`config.mk`:
```
export PLATFORM = sky130hd
export DESIGN_NAME = framer_alarm_action_control
export DESIGN_NICKNAME = d
export VERILOG_FILES = /design/src/core/framer_alarm_action_control.v
export VERILOG_INCLUDE_DIRS = /design/src /design/src/shared
export SDC_FILE = /design/constraint.sdc
export NUM_CORES = 1
export LEC_CHECK = 0
export CAP_MARGIN = 30
export CORE_ASPECT_RATIO = 1.5
export CORE_MARGIN = 3
export CORE_UTILIZATION = 25
export CTS_CLUSTER_DIAMETER = 120
export DETAILED_ROUTE_END_ITERATION = 12
export DONT_BUFFER_PORTS = 1
export HOLD_SLACK_MARGIN = 0.03
export PLACE_DENSITY = 0.4
export SYNTH_ARGS = -nofsm -noshare
export SYNTH_HDL_FRONTEND = slang
export SYNTH_SLANG_ARGS = --single-unit
```
`constraint.sdc`:
```
create_clock -name clk_sys -period 4.45 [get_ports clk_sys]
set_input_delay 0.89 -clock clk_sys [delete_from_list [all_inputs] [get_ports clk_sys]]
set_output_delay 0.89 -clock clk_sys [all_outputs]
set_load 0.01 [all_outputs]
```
`src/shared/framer_alarm_defs.vh`:
```
// constants for the framer alarm action control block
// assumes a 40 MHz system clock and an 8-bit register file on a 32-bit wishbone word map
`ifndef FRAMER_ALARM_DEFS_VH
`define FRAMER_ALARM_DEFS_VH

// ----------------------------------------
// register byte offsets
// ----------------------------------------
`define ADDR_REMOTE_ALARM_CTRL 8'h00
`define ADDR_EBIT_CTRL 8'h04
`define ADDR_AIS_LOOPBACK_CTRL 8'h08
`define ADDR_MULTIFRAME_TIMER_CFG 8'h0C
`define ADDR_TS16_LINE_CTRL 8'h10
`define ADDR_SYSTEM_SIGNALING_CTRL 8'h14
`define ADDR_DATA_LINK_CTRL 8'h18
`define ADDR_FORMAT_CTRL 8'h1C
`define ADDR_ACTION_STATUS 8'h20
`define REG_RESET 8'h00

// ----------------------------------------
// field positions
// ----------------------------------------
`define RA_LFA 0
`define RA_TS16 1
`define RA_TS0 2
`define RA_TIMER 3
`define RA_SA6_8 4
`define RA_SA6_C 5
`define RA_JPN_D4 6
`define RA_DEMAND 7
`define EB_CRC 3
`define EB_TS0 4
`define EB_TIMER 5
`define AIS_LFA 0
`define AIS_TIMER 1
`define AIS_DEMAND 3
`define AIS_LINE_LB 4
`define AIS_ESF_LINE_LB 6
`define AIS_ESF_PAY_LB 7
`define MFT_ENABLE 0
`define MFT_SHORT 2
`define MFT_LONG 3
`define MFT_BLOCK 7
`define T16_AUTO_RMA 4
`define T16_DEMAND_RMA 5
`define T16_LINE_AIS 6
`define SS_AUTO_AIS 6
`define SS_DEMAND_AIS 7
`define DL_SQUELCH 4

// ----------------------------------------
// frame formats (format register bits 2:0)
// ----------------------------------------
`define FMT_D4_US 3'h0
`define FMT_D4_JPN 3'h1
`define FMT_DDS 3'h2
`define FMT_ESF 3'h3
`define FMT_SLC96 3'h4
`define FMT_E1 3'h5

// ----------------------------------------
// codes and timing
// ----------------------------------------
`define SA6_CODE_8 4'h8
`define SA6_CODE_C 4'hC
`define ESF_YELLOW_PATTERN 16'hFF00
`define CLK_KHZ 40000
`define MF_SHORT_MS 100
`define MF_LONG_MS 400

`endif

```
`src/core/framer_alarm_action_control.v`:
```
// automatic and on-demand alarm action control for one framer channel
// assumes receive conditions and codes come from framer logic on clk_sys
//
// Operation
// - after reset every automatic alarm action is disabled until its enable is set
// - remote frame alarm while frame alignment is lost, when bit 0 set
// - remote frame alarm on ts16 multiframe loss, when bit 1 set
// - remote frame alarm on ts0 crc multiframe loss, when bit 2 set
// - configured 100/400 ms multiframe timer expiry drives alarm, e bit or system ais
// - remote frame alarm when received sa6 code equals 8, bit 4 set
// - remote frame alarm when received sa6 code equals C, bit 5 set
// - e bits sent zero on crc-4 error or ts0 multiframe loss when enabled
// - all-ones ais to system while frame alignment lost, when enabled
// - ts16 remote multiframe alarm to line on ts16 multiframe loss when enabled
// - ais into system time slot 16 on ts16 multiframe loss when enabled
// - t1 line loopback follows in-band loopback on/off codes when enabled
// - line loopback follows esf data link loopback on/off codes when enabled
// - payload loopback follows esf data link payload codes when enabled
// - japanese d4 remote alarm sets fs bit of frame 12 to one
// - us d4 remote alarm forces bit 2 of every time slot to zero
// - dds forces bit 6 of slot 24 zero; e1 drives a bit one
// - e1 ts16 remote multiframe alarm bit sent as one on demand
// - data link squelched to all ones in slc-96 or esf when enabled
//
// Chosen here: the register addresses and the Wishbone interface to the registers.
`timescale 1ns/1ps
`include "framer_alarm_defs.vh"

module framer_alarm_action_control #(
  parameter MF_SHORT_CYCLES = `MF_SHORT_MS * `CLK_KHZ,
  parameter MF_LONG_CYCLES = `MF_LONG_MS * `CLK_KHZ
) (
  input wire clk_sys,
  input wire rstn,
  input wire wbCycI,
  input wire wbStbI,
  input wire wbWeI,
  input wire [7:0] wbAdrI,
  input wire [3:0] wbSelI,
  input wire [31:0] wbDatI,
  output reg [31:0] wbDatO,
  output reg wbAckO,
  input wire frameAlignLost,
  input wire ts16MultiframeLost,
  input wire ts0MultiframeLost,
  input wire crc4Error,
  input wire [3:0] rxSa6Code,
  input wire lineLoopOnCode,
  input wire lineLoopOffCode,
  input wire esfLineLoopOnCode,
  input wire esfLineLoopOffCode,
  input wire esfPayloadLoopOnCode,
  input wire esfPayloadLoopOffCode,
  input wire dataLinkBitStrobe,
  output reg remoteFrameAlarm,
  output reg ebitZero,
  output reg systemAis,
  output reg ts16RemoteMfAlarm,
  output reg ts16SystemAis,
  output reg ts16LineAis,
  output reg fsFrame12One,
  output reg slotBit2Zero,
  output reg slot24Bit6Zero,
  output reg dataLinkOverride,
  output reg dataLinkBit,
  output reg lineLoopback,
  output reg payloadLoopback
);

  // ----------------------------------------
  // register file
  // ----------------------------------------
  reg [7:0] remoteAlarmCtrl_reg;
  reg [7:0] ebitCtrl_reg;
  reg [7:0] aisLoopbackCtrl_reg;
  reg [7:0] multiframeTimerCfg_reg;
  reg [7:0] ts16LineCtrl_reg;
  reg [7:0] systemSignalingCtrl_reg;
  reg [7:0] dataLinkCtrl_reg;
  reg [7:0] formatCtrl_reg;
  reg [7:0] readData_next;
  reg [7:0] statusByte;
  wire busReq;
  wire busWrite;
  wire [2:0] frameFormat;

  assign busReq = wbCycI & wbStbI & ~wbAckO;
  // only lane 0 carries data; writes without it are ignored
  assign busWrite = busReq & wbWeI & wbSelI[0];
  assign frameFormat = formatCtrl_reg[2:0];

  always @(posedge clk_sys) begin
    if (!rstn) begin
      remoteAlarmCtrl_reg <= `REG_RESET;
      ebitCtrl_reg <= `REG_RESET;
      aisLoopbackCtrl_reg <= `REG_RESET;
      multiframeTimerCfg_reg <= `REG_RESET;
      ts16LineCtrl_reg <= `REG_RESET;
      systemSignalingCtrl_reg <= `REG_RESET;
      dataLinkCtrl_reg <= `REG_RESET;
      formatCtrl_reg <= `REG_RESET;
    end else if (busWrite) begin
      case (wbAdrI)
        `ADDR_REMOTE_ALARM_CTRL: remoteAlarmCtrl_reg <= wbDatI[7:0];
        `ADDR_EBIT_CTRL: ebitCtrl_reg <= wbDatI[7:0];
        `ADDR_AIS_LOOPBACK_CTRL: aisLoopbackCtrl_reg <= wbDatI[7:0];
        `ADDR_MULTIFRAME_TIMER_CFG: multiframeTimerCfg_reg <= wbDatI[7:0];
        `ADDR_TS16_LINE_CTRL: ts16LineCtrl_reg <= wbDatI[7:0];
        `ADDR_SYSTEM_SIGNALING_CTRL: systemSignalingCtrl_reg <= wbDatI[7:0];
        `ADDR_DATA_LINK_CTRL: dataLinkCtrl_reg <= wbDatI[7:0];
        `ADDR_FORMAT_CTRL: formatCtrl_reg <= {5'h00, wbDatI[2:0]};
        default: formatCtrl_reg <= formatCtrl_reg;
      endcase
    end
  end

  // ----------------------------------------
  // multiframe loss timer
  // ----------------------------------------
  // counts while ts0 multiframe alignment stays lost, saturates at the long limit
  reg [23:0] mfCount_reg;
  wire [31:0] mfCountWide;
  wire shortExpired;
  wire longExpired;
  wire timerTrigger;

  assign mfCountWide = {8'h00, mfCount_reg};
  assign shortExpired = mfCountWide >= MF_SHORT_CYCLES;
  assign longExpired = mfCountWide >= MF_LONG_CYCLES;

  always @(posedge clk_sys) begin
    if (!rstn) begin
      mfCount_reg <= 24'h000000;
    end else if (!ts0MultiframeLost) begin
      mfCount_reg <= 24'h000000;
    end else if (!longExpired) begin
      mfCount_reg <= mfCount_reg + 24'h000001;
    end
  end

  // 0xxxx1x1 selects the short timer, 0xxx1xx1 the long one
  assign timerTrigger = ~multiframeTimerCfg_reg[`MFT_BLOCK] &
    multiframeTimerCfg_reg[`MFT_ENABLE] &
    ((multiframeTimerCfg_reg[`MFT_SHORT] & shortExpired) |
     (multiframeTimerCfg_reg[`MFT_LONG] & longExpired));

  // ----------------------------------------
  // automatic and on-demand alarm decisions
  // ----------------------------------------
  reg remoteAlarm_next;
  reg ebitZero_next;
  reg systemAis_next;
  reg ts16Rma_next;
  reg ts16SysAis_next;
  reg ts16LineAis_next;
  reg fs12_next;
  reg bit2Zero_next;
  reg bit6Zero_next;
  wire demandRemote;
  wire isE1;

  assign demandRemote = remoteAlarmCtrl_reg[`RA_DEMAND];
  assign isE1 = frameFormat == `FMT_E1;

  // everything is a plain level of trigger and enable, so it drops as soon as either goes
  always @* begin
    remoteAlarm_next =
      (remoteAlarmCtrl_reg[`RA_LFA] & frameAlignLost) |
      (remoteAlarmCtrl_reg[`RA_TS16] & ts16MultiframeLost) |
      (remoteAlarmCtrl_reg[`RA_TS0] & ts0MultiframeLost) |
      (remoteAlarmCtrl_reg[`RA_TIMER] & timerTrigger) |
      (remoteAlarmCtrl_reg[`RA_SA6_8] & (rxSa6Code == `SA6_CODE_8)) |
      (remoteAlarmCtrl_reg[`RA_SA6_C] & (rxSa6Code == `SA6_CODE_C)) |
      (demandRemote & isE1);
    ebitZero_next =
      (ebitCtrl_reg[`EB_CRC] & crc4Error) |
      (ebitCtrl_reg[`EB_TS0] & ts0MultiframeLost) |
      (ebitCtrl_reg[`EB_TIMER] & timerTrigger);
    systemAis_next =
      (aisLoopbackCtrl_reg[`AIS_LFA] & frameAlignLost) |
      (aisLoopbackCtrl_reg[`AIS_TIMER] & timerTrigger) |
      aisLoopbackCtrl_reg[`AIS_DEMAND];
    ts16Rma_next =
      (ts16LineCtrl_reg[`T16_AUTO_RMA] & ts16MultiframeLost) |
      (ts16LineCtrl_reg[`T16_DEMAND_RMA] & isE1);
    ts16SysAis_next =
      (systemSignalingCtrl_reg[`SS_AUTO_AIS] & ts16MultiframeLost) |
      systemSignalingCtrl_reg[`SS_DEMAND_AIS];
    ts16LineAis_next = ts16LineCtrl_reg[`T16_LINE_AIS];
    fs12_next = remoteAlarmCtrl_reg[`RA_JPN_D4] & (frameFormat == `FMT_D4_JPN);
    bit2Zero_next = demandRemote & (frameFormat == `FMT_D4_US);
    bit6Zero_next = demandRemote & (frameFormat == `FMT_DDS);
  end

  always @(posedge clk_sys) begin
    if (!rstn) begin
      remoteFrameAlarm <= 1'b0;
      ebitZero <= 1'b0;
      systemAis <= 1'b0;
      ts16RemoteMfAlarm <= 1'b0;
      ts16SystemAis <= 1'b0;
      ts16LineAis <= 1'b0;
      fsFrame12One <= 1'b0;
      slotBit2Zero <= 1'b0;
      slot24Bit6Zero <= 1'b0;
    end else begin
      remoteFrameAlarm <= remoteAlarm_next;
      ebitZero <= ebitZero_next;
      systemAis <= systemAis_next;
      ts16RemoteMfAlarm <= ts16Rma_next;
      ts16SystemAis <= ts16SysAis_next;
      ts16LineAis <= ts16LineAis_next;
      fsFrame12One <= fs12_next;
      slotBit2Zero <= bit2Zero_next;
      slot24Bit6Zero <= bit6Zero_next;
    end
  end

  // ----------------------------------------
  // data link override
  // ----------------------------------------
  // squelch wins over the yellow pattern: all ones is the safer line state
  reg [3:0] patternIndex_reg;
  wire squelchActive;
  wire yellowActive;
  wire [15:0] yellowPattern;

  assign yellowPattern = `ESF_YELLOW_PATTERN;
  assign squelchActive = dataLinkCtrl_reg[`DL_SQUELCH] &
    ((frameFormat == `FMT_ESF) | (frameFormat == `FMT_SLC96));
  assign yellowActive = demandRemote & (frameFormat == `FMT_ESF);

  always @(posedge clk_sys) begin
    if (!rstn) begin
      patternIndex_reg <= 4'hF;
      dataLinkOverride <= 1'b0;
      dataLinkBit <= 1'b1;
    end else begin
      dataLinkOverride <= squelchActive | yellowActive;
      if (squelchActive) begin
        dataLinkBit <= 1'b1;
        patternIndex_reg <= 4'hF;
      end else if (!yellowActive) begin
        dataLinkBit <= 1'b1;
        patternIndex_reg <= 4'hF;
      end else if (dataLinkBitStrobe) begin
        // pattern starts at its msb on the first strobe after it is asked for
        dataLinkBit <= yellowPattern[patternIndex_reg];
        patternIndex_reg <= patternIndex_reg - 4'h1;
      end
    end
  end

  // ----------------------------------------
  // loopback switching
  // ----------------------------------------
  // an off code beats an on code arriving in the same cycle
  wire lineOn;
  wire lineOff;
  wire payOn;
  wire payOff;

  assign lineOn = (aisLoopbackCtrl_reg[`AIS_LINE_LB] & lineLoopOnCode) |
    (aisLoopbackCtrl_reg[`AIS_ESF_LINE_LB] & esfLineLoopOnCode);
  assign lineOff = (aisLoopbackCtrl_reg[`AIS_LINE_LB] & lineLoopOffCode) |
    (aisLoopbackCtrl_reg[`AIS_ESF_LINE_LB] & esfLineLoopOffCode);
  assign payOn = aisLoopbackCtrl_reg[`AIS_ESF_PAY_LB] & esfPayloadLoopOnCode;
  assign payOff = aisLoopbackCtrl_reg[`AIS_ESF_PAY_LB] & esfPayloadLoopOffCode;

  always @(posedge clk_sys) begin
    if (!rstn) begin
      lineLoopback <= 1'b0;
      payloadLoopback <= 1'b0;
    end else begin
      if (lineOff) begin
        lineLoopback <= 1'b0;
      end else if (lineOn) begin
        lineLoopback <= 1'b1;
      end
      if (payOff) begin
        payloadLoopback <= 1'b0;
      end else if (payOn) begin
        payloadLoopback <= 1'b1;
      end
    end
  end

  // ----------------------------------------
  // wishbone read and acknowledge
  // ----------------------------------------
  always @* begin
    statusByte = {shortExpired | longExpired, payloadLoopback, lineLoopback,
      ts16SystemAis, ts16RemoteMfAlarm, systemAis, ebitZero, remoteFrameAlarm};
    case (wbAdrI)
      `ADDR_REMOTE_ALARM_CTRL: readData_next = remoteAlarmCtrl_reg;
      `ADDR_EBIT_CTRL: readData_next = ebitCtrl_reg;
      `ADDR_AIS_LOOPBACK_CTRL: readData_next = aisLoopbackCtrl_reg;
      `ADDR_MULTIFRAME_TIMER_CFG: readData_next = multiframeTimerCfg_reg;
      `ADDR_TS16_LINE_CTRL: readData_next = ts16LineCtrl_reg;
      `ADDR_SYSTEM_SIGNALING_CTRL: readData_next = systemSignalingCtrl_reg;
      `ADDR_DATA_LINK_CTRL: readData_next = dataLinkCtrl_reg;
      `ADDR_FORMAT_CTRL: readData_next = formatCtrl_reg;
      `ADDR_ACTION_STATUS: readData_next = statusByte;
      default: readData_next = 8'h00;
    endcase
  end

  // one wait state; unmapped addresses still answer, with zero
  always @(posedge clk_sys) begin
    if (!rstn) begin
      wbAckO <= 1'b0;
      wbDatO <= 32'h00000000;
    end else begin
      wbAckO <= busReq;
      if (busReq && !wbWeI) begin
        wbDatO <= {24'h000000, readData_next};
      end
    end
  end

endmodule

```
==> results of run 1 <==
[routing by layer]
metal,track usage [%],routed length [um],part of all wire (%)
met1,16.93,6673,40
met2,25.06,8606,52
met3,2.921,877,5.3
met4,5.285,416,2.5
met5,0,0,0
[through the flow]
| stage | instance area, um2 | cells | setup slack [ps] | hold WS, ps |
|---|---|---|---|---|
| 2_1_floorplan | 5523 | 615 | 2233 | 444.2 |
| 3_3_place_gp | 5572 | 832 | 1486 | 467.7 |
| 3_5_place_dp | 5572 | 832 | 1465 | 472.6 |
| 4_1_cts | 5872 | 848 | 1858 | 483.4 |
| 5_1_grt | 5872 | 848 | 1620 | 506.0 |
| 6_report | 5872 | 848 | 1828 | 481.2 |
[area by class of cell]
cell class              count  area, um2
inverters                   8      30.03
clock inverters             5      57.56
fillers                  2271      15350
well taps                 268      335.3
multi-input cells         447       3024
clock buffers              11      242.7
flip-flops and latches    109       2182
[power by group through the flow]
stage               Clock, mW  Combinational (mW)  Sequential [mW]
floorplan                   0              0.0770             1.00
global placement            0              0.0520             1.00
detailed placement          0              0.0522             1.00
CTS                     0.870              0.0524            0.977
global route            0.897              0.0574            0.977
finish                  0.838              0.0526            0.977
[Yosys cell counts, drive strengths merged, types with 2 or more instances]
| master | instances |
|---|---|
| dfxtp | 109 |
| nand2 | 55 |
| nor2b | 50 |
| mux2i | 48 |
| nor2 | 45 |
| o21ai | 32 |
| buf | 28 |
| clkbuf | 23 |
| a21boi | 20 |
| xor2 | 17 |
| nand4 | 16 |
| nand3 | 15 |
| nor3 | 14 |
| a21oi | 12 |
| and3 | 8 |
| inv | 8 |
| a22oi | 7 |
| or3 | 6 |
| a221oi | 5 |
| and2 | 5 |
| nor4 | 5 |
| o31ai | 5 |
| a31oi | 4 |
| a32oi | 4 |
| mux2 | 4 |
| mux4 | 4 |
| nor4b | 4 |
| xnor2 | 4 |
| a222oi | 3 |
| ha | 3 |
| o21a | 3 |
| a22o | 2 |
| a2bb2oi | 2 |
| and3b | 2 |
| nand3b | 2 |
| or4 | 2 |
[worst max path at each step]
| stage | from | endpoint |
|---|---|---|
| after floorplan | wbAdrI[2] | aisLoopbackCtrl_reg[0]$_SDFFE_PN0P_ |
| after global placement | wbAdrI[4] | multiframeTimerCfg_reg[1]$_SDFFE_PN0P_ |
| after detailed placement | wbAdrI[4] | multiframeTimerCfg_reg[4]$_SDFFE_PN0P_ |
| after CTS | wbAdrI[4] | multiframeTimerCfg_reg[4]$_SDFFE_PN0P_ |
| after global routing | mfCount_reg[12]$_SDFFE_PN0N_ | mfCount_reg[20]$_SDFFE_PN0N_ |
| final | wbAdrI[2] | wbDatO[0]$_SDFFE_PN0P_ |
[worst max-delay path, stage by stage]
cell      delay (ps)
or4_1            950
and2b_1          500
o21a_1           300
o21ai_1          130
o311ai_1          90
[logic make-up after synthesis]
logic type,Yosys count,share of synthesized area (%)
xor+xnor,21,3.383
compound gates,107,13.26
mux,56,11.32
other cells,1,0.06898
simple gates,236,25.32
flops,109,40.14
buf+inv,59,5.823
fa+ha+maj,3,0.6905
==> results.py, run 1 <==
metrics = {
    "run_status": {
        "status": "complete, no violations",
    },
    "placement": {
        "dpl.hpwl_mm": 12.06,
        "place.gp.congestion": 0.8204,
        "port_buffers": 0,
    },
    "worst_setup_path": {
        "r2r-start": "mfCount_reg[12]$_SDFFE_PN0N_",
        "ff2ff_path_depth": 5,
        "r2r-end": "mfCount_reg[22]$_SDFFE_PN0N_",
        "arrival_ps": 2880,
        "crit_type": "in -> reg",
        "reg2reg_slack_ps": 1870,
        "start_kind": "input port",
        "required_ps": 4710,
        "end_kind": "flip-flop",
        "worstPathMaxFanout": 33,
    },
    "cts": {
        "numCtsBuffers": 9,
        "root_buffer": "clkbuf_16",
        "cts.repair.resized": 0,
        "postCtsSetupBuffers": 0,
        "cts_tree": "built",
        "cts_max_level": 3,
        "insertion_delay_ps": 360,
        "clockBufferDepth": 2,
        "clk_pin_slew_ps": 70,
        "ctsHoldBuffers": 0,
        "numClockSinks": 109,
    },
    "global_route": {
        "antenna_found_initial": 0,
        "grt_max_degree": 76,
        "grt_usage_pct": 14.26,
        "grt_pass1_wl_mm": 26.03,
        "grt_pass1_vias": 4250,
        "gr-total-overflow": 0,
    },
    "synth": {
        "synthTopCellsByArea": "dfxtp_1 40%, mux2i_1 8.8%, nor2b_1 5.8%",
        "synth_flop_cell": "dfxtp_1",
        "syn_area_per_cell_um2": 9.183,
        "synth_edf_count": 0,
        "synth_async_sr_flop_share_pct": 0,
        "ys_seq_area_share_pct": 40.14,
        "ys_ff_latch": 109,
        "syn-cell-area_um2": 5436,
        "syn_inst": 592,
        "synth_cell_types": 65,
        "yosys.area.top_type_share_pct": 40.14,
        "synth.largest_area_cell": "dfxtp_1",
        "yosysWarnings": 0,
    },
    "power": {
        "switching_share_pct": 22.25,
        "peakVddDrop_v": 0.0001655,
        "p_comb_share_pct": 2.8,
        "total_power_mw": 1.867,
        "seqPwrFrac_pct": 52.3,
        "leakage_nw": 1.903,
        "p_clk_share_pct": 44.9,
        "internal-power_mw": 1.452,
        "power_density_nw_per_um2": 318.0,
        "p_switching_mw": 0.4155,
    },
    "job": {
        "drv_cap": 0,
    },
    "sta": {
        "rsz0062_at_grt": "false",
        "setup_viol": 0,
        "worst_pin_slew_ps": 939.8,
        "report.final.slew_viol_count": 0,
        "finalHoldViolations": 0,
        "fin_crit_ps": 2622,
        "fmax_ghz": 0.3814,
        "finalClockSkew_ps": 7.463,
        "tns_ps": 0,
        "finalCritPeriodShare_pct": 58.92,
        "slew_headroom_pct": 37.35,
    },
    "finish": {
        "drive_gt1_share_pct": 6.724,
        "final_cell_mix": "109 x dfxtp_1, 55 x nand2_1, 50 x nor2b_1",
        "final_nets": 642,
        "area_growth_pct": 8.009,
        "largest_reg_flops": 24,
        "diodes": 0,
        "layout_commonest_cell": "dfxtp_1",
        "final_util_pct": 27.66,
    },
    "worst_hold_path": {
        "holdPathEnd": "ts16LineCtrl_reg[3]$_SDFFE_PN0P_",
        "min_path_cells": 2,
        "min_from": "ts16LineCtrl_reg[3]$_SDFFE_PN0P_",
        "hold_class": "reg -> reg",
    },
    "detailed_routing": {
        "viasPerCell": 4.968,
        "firstDrtPassIters": 5,
        "wl_per_cell_um": 19.54,
        "num_vias": 4213,
        "finalWirelength_mm": 16.57,
        "drc": 0,
        "drtIter0Drc": 299,
        "ant_nets": 0,
    },
    "floorplan": {
        "die_area_um2": 23590,
        "io_pins": 110,
        "core_um2": 21230,
        "num_rows": 65,
        "die_w_um": 126.4,
        "die_y_um": 186.6,
        "start_util_pct": 25.61,
    },
}
No activity file was read; power rests on OpenSTA's default activity.
==> inputs of run 2 (changes only) <==
--- a/config.mk
+++ b/config.mk
@@ -14,7 +14,7 @@
 export DETAILED_ROUTE_END_ITERATION = 12
 export DONT_BUFFER_PORTS = 1
 export HOLD_SLACK_MARGIN = 0.03
-export PLACE_DENSITY = 0.4
+export PLACE_DENSITY = 0.42
 export SYNTH_ARGS = -nofsm -noshare
 export SYNTH_HDL_FRONTEND = slang
 export SYNTH_SLANG_ARGS = --single-unit
==> constraint.sdc (replaced) <==
create_clock -name clk_sys -period 2.21 [get_ports clk_sys]
set_input_delay 0.442 -clock clk_sys [delete_from_list [all_inputs] [get_ports clk_sys]]
set_output_delay 0.442 -clock clk_sys [all_outputs]
set_load 0.01 [all_outputs]
==> run 2 against run 1 <==
Global-route usage down 0.26 points. First-iteration DRC count increased by 7.7%. Clock power is 120% higher. Worst hold slack worse by 270 ps. Via count up 0.76%. Die area unchanged.
==> results.py, run 2 (synthesis results as in run 1) <==
metrics = {
    "power": {
        "leakage_nw": 1.966,
        "power_density_nw_per_um2": 648.7,
        "p_comb_share_pct": 2.8,
        "seqPwrFrac_pct": 50.7,
        "p_switching_mw": 0.8604,
        "internal-power_mw": 3.022,
        "total_power_mw": 3.882,
        "p_clk_share_pct": 46.5,
        "switching_share_pct": 22.16,
        "peakVddDrop_v": 0.0003503,
    },
    "sta": {
        "tns_ps": 0,
        "whs_ps": 208.5,
        "slew_headroom_pct": 48.64,
        "setup_viol": 0,
        "finalCritPeriodShare_pct": 88.78,
        "finalClockSkew_ps": 10.06,
        "setup_ws_ps": 247.9,
        "rsz0062_at_grt": "false",
        "fmax_ghz": 0.5097,
        "worst_pin_slew_ps": 768.6,
        "fin_crit_ps": 1962,
        "finalHoldViolations": 0,
        "report.final.slew_viol_count": 0,
    },
    "cts": {
        "cts.repair.resized": 0,
        "cts_tree": "built",
        "ctsHoldBuffers": 0,
        "postCtsSetupBuffers": 0,
        "clk_pin_slew_ps": 80,
        "root_buffer": "clkbuf_16",
        "insertion_delay_ps": 360,
        "numCtsBuffers": 9,
        "cts_max_level": 3,
        "numClockSinks": 109,
        "clockBufferDepth": 2,
    },
    "global_route": {
        "grt_pass1_wl_mm": 25.43,
        "gr-total-overflow": 0,
        "grt_usage_pct": 14.00,
        "antenna_found_initial": 0,
        "grt_pass1_vias": 4192,
        "grt_max_degree": 76,
    },
    "finish": {
        "final_cell_mix": "109 x dfxtp_1, 55 x nand2_1, 50 x nor2b_1",
        "diodes": 0,
        "fin_cells": 859,
        "area_growth_pct": 10.08,
        "drive_gt1_share_pct": 8.629,
        "largest_reg_flops": 24,
        "layout_commonest_cell": "dfxtp_1",
        "final_nets": 653,
        "final_util_pct": 28.19,
        "final_area_um2": 5984,
    },
    "worst_setup_path": {
        "start_kind": "flip-flop",
        "critPathMaxStageDelay_ps": 390,
        "arrival_ps": 2240,
        "worstPathMaxFanout": 18,
        "path_cells": "o31ai_1 -> a311o_1 -> buf_4 -> nand2_1 -> or3_1 -> a21oi_1",
        "crit_type": "reg -> reg",
        "critical-path-top-delay-family": "compound AO/OA/AOI/OAI gates",
        "required_ps": 2490,
        "path_buf_inv": 1,
        "critPathSlowestCell": "dfxtp_1",
        "end_kind": "flip-flop",
    },
    "job": {
        "drv_cap": 0,
    },
    "detailed_routing": {
        "firstDrtPassIters": 5,
        "ant_nets": 0,
        "finalWirelength_mm": 16.30,
        "viasPerCell": 4.942,
        "drc": 0,
        "drtIter0Drc": 322,
        "wl_per_cell_um": 18.97,
        "num_vias": 4245,
    },
    "placement": {
        "port_buffers": 0,
        "dpl.hpwl_mm": 11.97,
        "placed_area_um2": 5654,
        "dp_slack_ps": 238.8,
        "dp_cells": 843,
        "place.gp.congestion": 0.8419,
    },
    "floorplan": {
        "start_util_pct": 25.61,
        "die_w_um": 126.4,
        "io_pins": 110,
        "core_um2": 21230,
        "die_area_um2": 23590,
        "die_y_um": 186.6,
        "num_rows": 65,
    },
    "run_status": {
        "status": "complete, no violations",
    },
    "worst_hold_path": {
        "hold_class": "in -> reg",
    },
}
-- run 2: cell type report --
type	instances	area, um2
fillers	2269	15240
clock inverters	7	105.1
repair buffers	11	82.58
inverters	8	30.03
flip-flops and latches	109	2182
multi-input cells	447	3024
clock buffers	9	225.2
well taps	268	335.3
-- run 2: worst reg2reg max path, stage by stage (launching register included) --
cell,delay (ps)
dfxtp_1,390
o31ai_1,240
a311o_1,340
buf_4,280
nand2_1,130
or3_1,370
a21oi_1,140
-- run 2: worst paths after layout --
kind,from,endpoint,slack (ps),depth (start not counted)
hold / removal,wbDatI[4],ts16LineCtrl_reg[4]$_SDFFE_PN0P_,210,2
setup / recovery,mfCount_reg[12]$_SDFFE_PN0N_,mfCount_reg[14]$_SDFFE_PN0N_,250,6
setup reg to reg,mfCount_reg[12]$_SDFFE_PN0N_,mfCount_reg[14]$_SDFFE_PN0N_,250,6
hold reg to reg,ts16LineCtrl_reg[2]$_SDFFE_PN0P_,ts16LineCtrl_reg[2]$_SDFFE_PN0P_,480,2
-- run 2: power groups by stage --
stage	Sequential [mW]	Clock [mW]	Combinational, mW
2_1_floorplan	2.01	0	0.155
3_3_place_gp	2.01	0	0.108
3_5_place_dp	2.01	0	0.109
4_1_cts	1.97	1.87	0.109
5_1_grt	1.97	1.94	0.118
6_report	1.97	1.81	0.109
-- run 2: routing by layer --
layer  global-route usage, %  routed length, um  up-vias
met2                   24.39               8316      111
met3                   3.465                874       22
met5                       0                  0        -
li1                        -                  -     2059
met1                   16.54               6728     2053
met4                   4.996                376        0
==> inputs of run 3 (changes only) <==
--- a/config.mk
+++ b/config.mk
@@ -8,13 +8,13 @@
 export LEC_CHECK = 0
 export CAP_MARGIN = 30
 export CORE_ASPECT_RATIO = 1.5
-export CORE_MARGIN = 3
-export CORE_UTILIZATION = 25
+export CORE_UTILIZATION = 54
 export CTS_CLUSTER_DIAMETER = 120
 export DETAILED_ROUTE_END_ITERATION = 12
 export DONT_BUFFER_PORTS = 1
 export HOLD_SLACK_MARGIN = 0.03
-export PLACE_DENSITY = 0.42
+export PLACE_DENSITY = 0.74
+export SKIP_CTS_REPAIR_TIMING = 1
 export SYNTH_ARGS = -nofsm -noshare
 export SYNTH_HDL_FRONTEND = slang
 export SYNTH_SLANG_ARGS = --single-unit
==> run 3 against run 2 <==
The run now ends with design-rule violations left. Global-route usage rose by 14 points. Cell area fell by 3.9%. Clock-buffer cell count rose by 6. Clock skew rose by 1.1 ps. Final cell count fell by 18%. Sequential power barely moved. Worst hold slack improved by 13 ps. Non-clock buffer count did not move. Maximum frequency fell by 1.6%. Critical path type unchanged. Highest routed layer unchanged.
==> results.py, run 3 (synthesis results as in run 1) <==
metrics = {
    "detailed_routing": {
        "drtIter0Drc": 335,
        "viasPerCell": 6.181,
        "drc": 14,
        "ant_nets": 0,
        "finalWirelength_mm": 14.23,
        "firstDrtPassIters": 10,
        "num_vias": 4364,
        "wl_per_cell_um": 20.16,
    },
    "worst_setup_path": {
        "crit_type": "reg -> reg",
        "arrival_ps": 2250,
        "end_kind": "flip-flop",
        "worstPathMaxFanout": 8,
        "critPathSlowestCell": "or3_1",
        "critPathMaxStageDelay_ps": 380,
        "path_cells": "o31ai_1 -> a311o_1 -> buf_4 -> nand4_1 -> or3_1 -> a21oi_1",
        "start_kind": "flip-flop",
        "required_ps": 2470,
    },
    "placement": {
        "place.gp.congestion": 0.9307,
        "dp_cells": 690,
        "port_buffers": 0,
        "placed_area_um2": 5463,
        "dpl.hpwl_mm": 10.32,
        "dp_slack_ps": 255.5,
    },
    "sta": {
        "worst_pin_slew_ps": 786.5,
        "fin_crit_ps": 1993,
        "rsz0062_at_grt": "false",
        "setup_viol": 0,
        "fmax_ghz": 0.5017,
        "tns_ps": 0,
        "report.final.slew_viol_count": 0,
        "whs_ps": 221.2,
        "finalCritPeriodShare_pct": 90.19,
        "setup_ws_ps": 216.8,
        "finalClockSkew_ps": 11.15,
        "finalHoldViolations": 0,
        "slew_headroom_pct": 47.44,
    },
    "floorplan": {
        "num_rows": 44,
        "die_y_um": 124.9,
        "die_w_um": 83.93,
        "start_util_pct": 55.79,
        "die_area_um2": 10480,
        "io_pins": 110,
        "core_um2": 9744,
    },
    "power": {
        "total_power_mw": 3.662,
        "leakage_nw": 1.945,
        "peakVddDrop_v": 0.0003416,
        "power_density_nw_per_um2": 636.8,
    },
    "cts": {
        "numClockSinks": 109,
        "insertion_delay_ps": 350,
        "cts_max_level": 3,
        "clockBufferDepth": 2,
        "clk_pin_slew_ps": 70,
        "root_buffer": "clkbuf_16",
        "numCtsBuffers": 9,
        "cts_tree": "built",
    },
    "global_route": {
        "grt_usage_pct": 27.81,
        "grt_pass1_vias": 4386,
        "antenna_found_initial": 0,
        "gr-total-overflow": 0,
        "grt_max_degree": 76,
        "grt_pass1_wl_mm": 22.34,
    },
    "finish": {
        "final_util_pct": 59.01,
        "drive_gt1_share_pct": 7.783,
        "final_area_um2": 5751,
        "final_cell_mix": "109 x dfxtp_1, 55 x nand2_1, 50 x nor2b_1",
        "diodes": 0,
        "final_nets": 653,
        "area_growth_pct": 5.777,
        "fin_cells": 706,
        "layout_commonest_cell": "dfxtp_1",
        "largest_reg_flops": 24,
    },
    "job": {
        "drv_cap": 0,
    },
    "run_status": {
        "violations": "design-rule violations",
        "status": "complete, but fails checks",
    },
    "worst_hold_path": {
        "hold_class": "in -> reg",
    },
}
run 3: cell type report:
cell class | count | area [um2]
timing repair buffer | 11 | 82.58
fill | 855 | 3994
inverter | 8 | 30.03
sequential | 109 | 2182
clock inverter | 1 | 30.03
multi-input combinational | 447 | 3024
clock buffer | 15 | 257.7
tap | 115 | 143.9
run 3: final timing paths:
| kind | start | end | slack, ps | cells after the start |
|---|---|---|---|---|
| max | mfCount_reg[12]$_SDFFE_PN0N_ | mfCount_reg[20]$_SDFFE_PN0N_ | 220 | 6 |
| min | wbDatI[4] | remoteAlarmCtrl_reg[4]$_SDFFE_PN0P_ | 220 | 2 |
| max reg2reg | mfCount_reg[12]$_SDFFE_PN0N_ | mfCount_reg[20]$_SDFFE_PN0N_ | 220 | 6 |
| min reg2reg | ts16LineCtrl_reg[1]$_SDFFE_PN0P_ | ts16LineCtrl_reg[1]$_SDFFE_PN0P_ | 480 | 2 |
run 3: critical path, delay by kind of cell (launching register included):
family | cells | cell delay [ps]
AO/OA/AOI/OAI | 3 | 760
AND/OR/NAND/NOR | 2 | 600
flip-flops | 1 | 370
buffers and inverters | 1 | 170
run 3: per-layer routing:
metal | up-vias | global-route usage (%) | wire length, um
li1 | 2053 | - | -
met1 | 2079 | 27.96 | 5230
met2 | 173 | 48.51 | 7000
met3 | 59 | 8.416 | 1117
met4 | 0 | 19.17 | 881
met5 | - | 0 | 0
run 3: where the power goes:
| group | internal, mW | leakage [nW] | switching, mW |
|---|---|---|---|
| combinational | 0.0463 | 0.928 | 0.0589 |
| sequential | 1.97 | 0.878 | 0.00245 |
| clock | 0.913 | 0.138 | 0.676 |
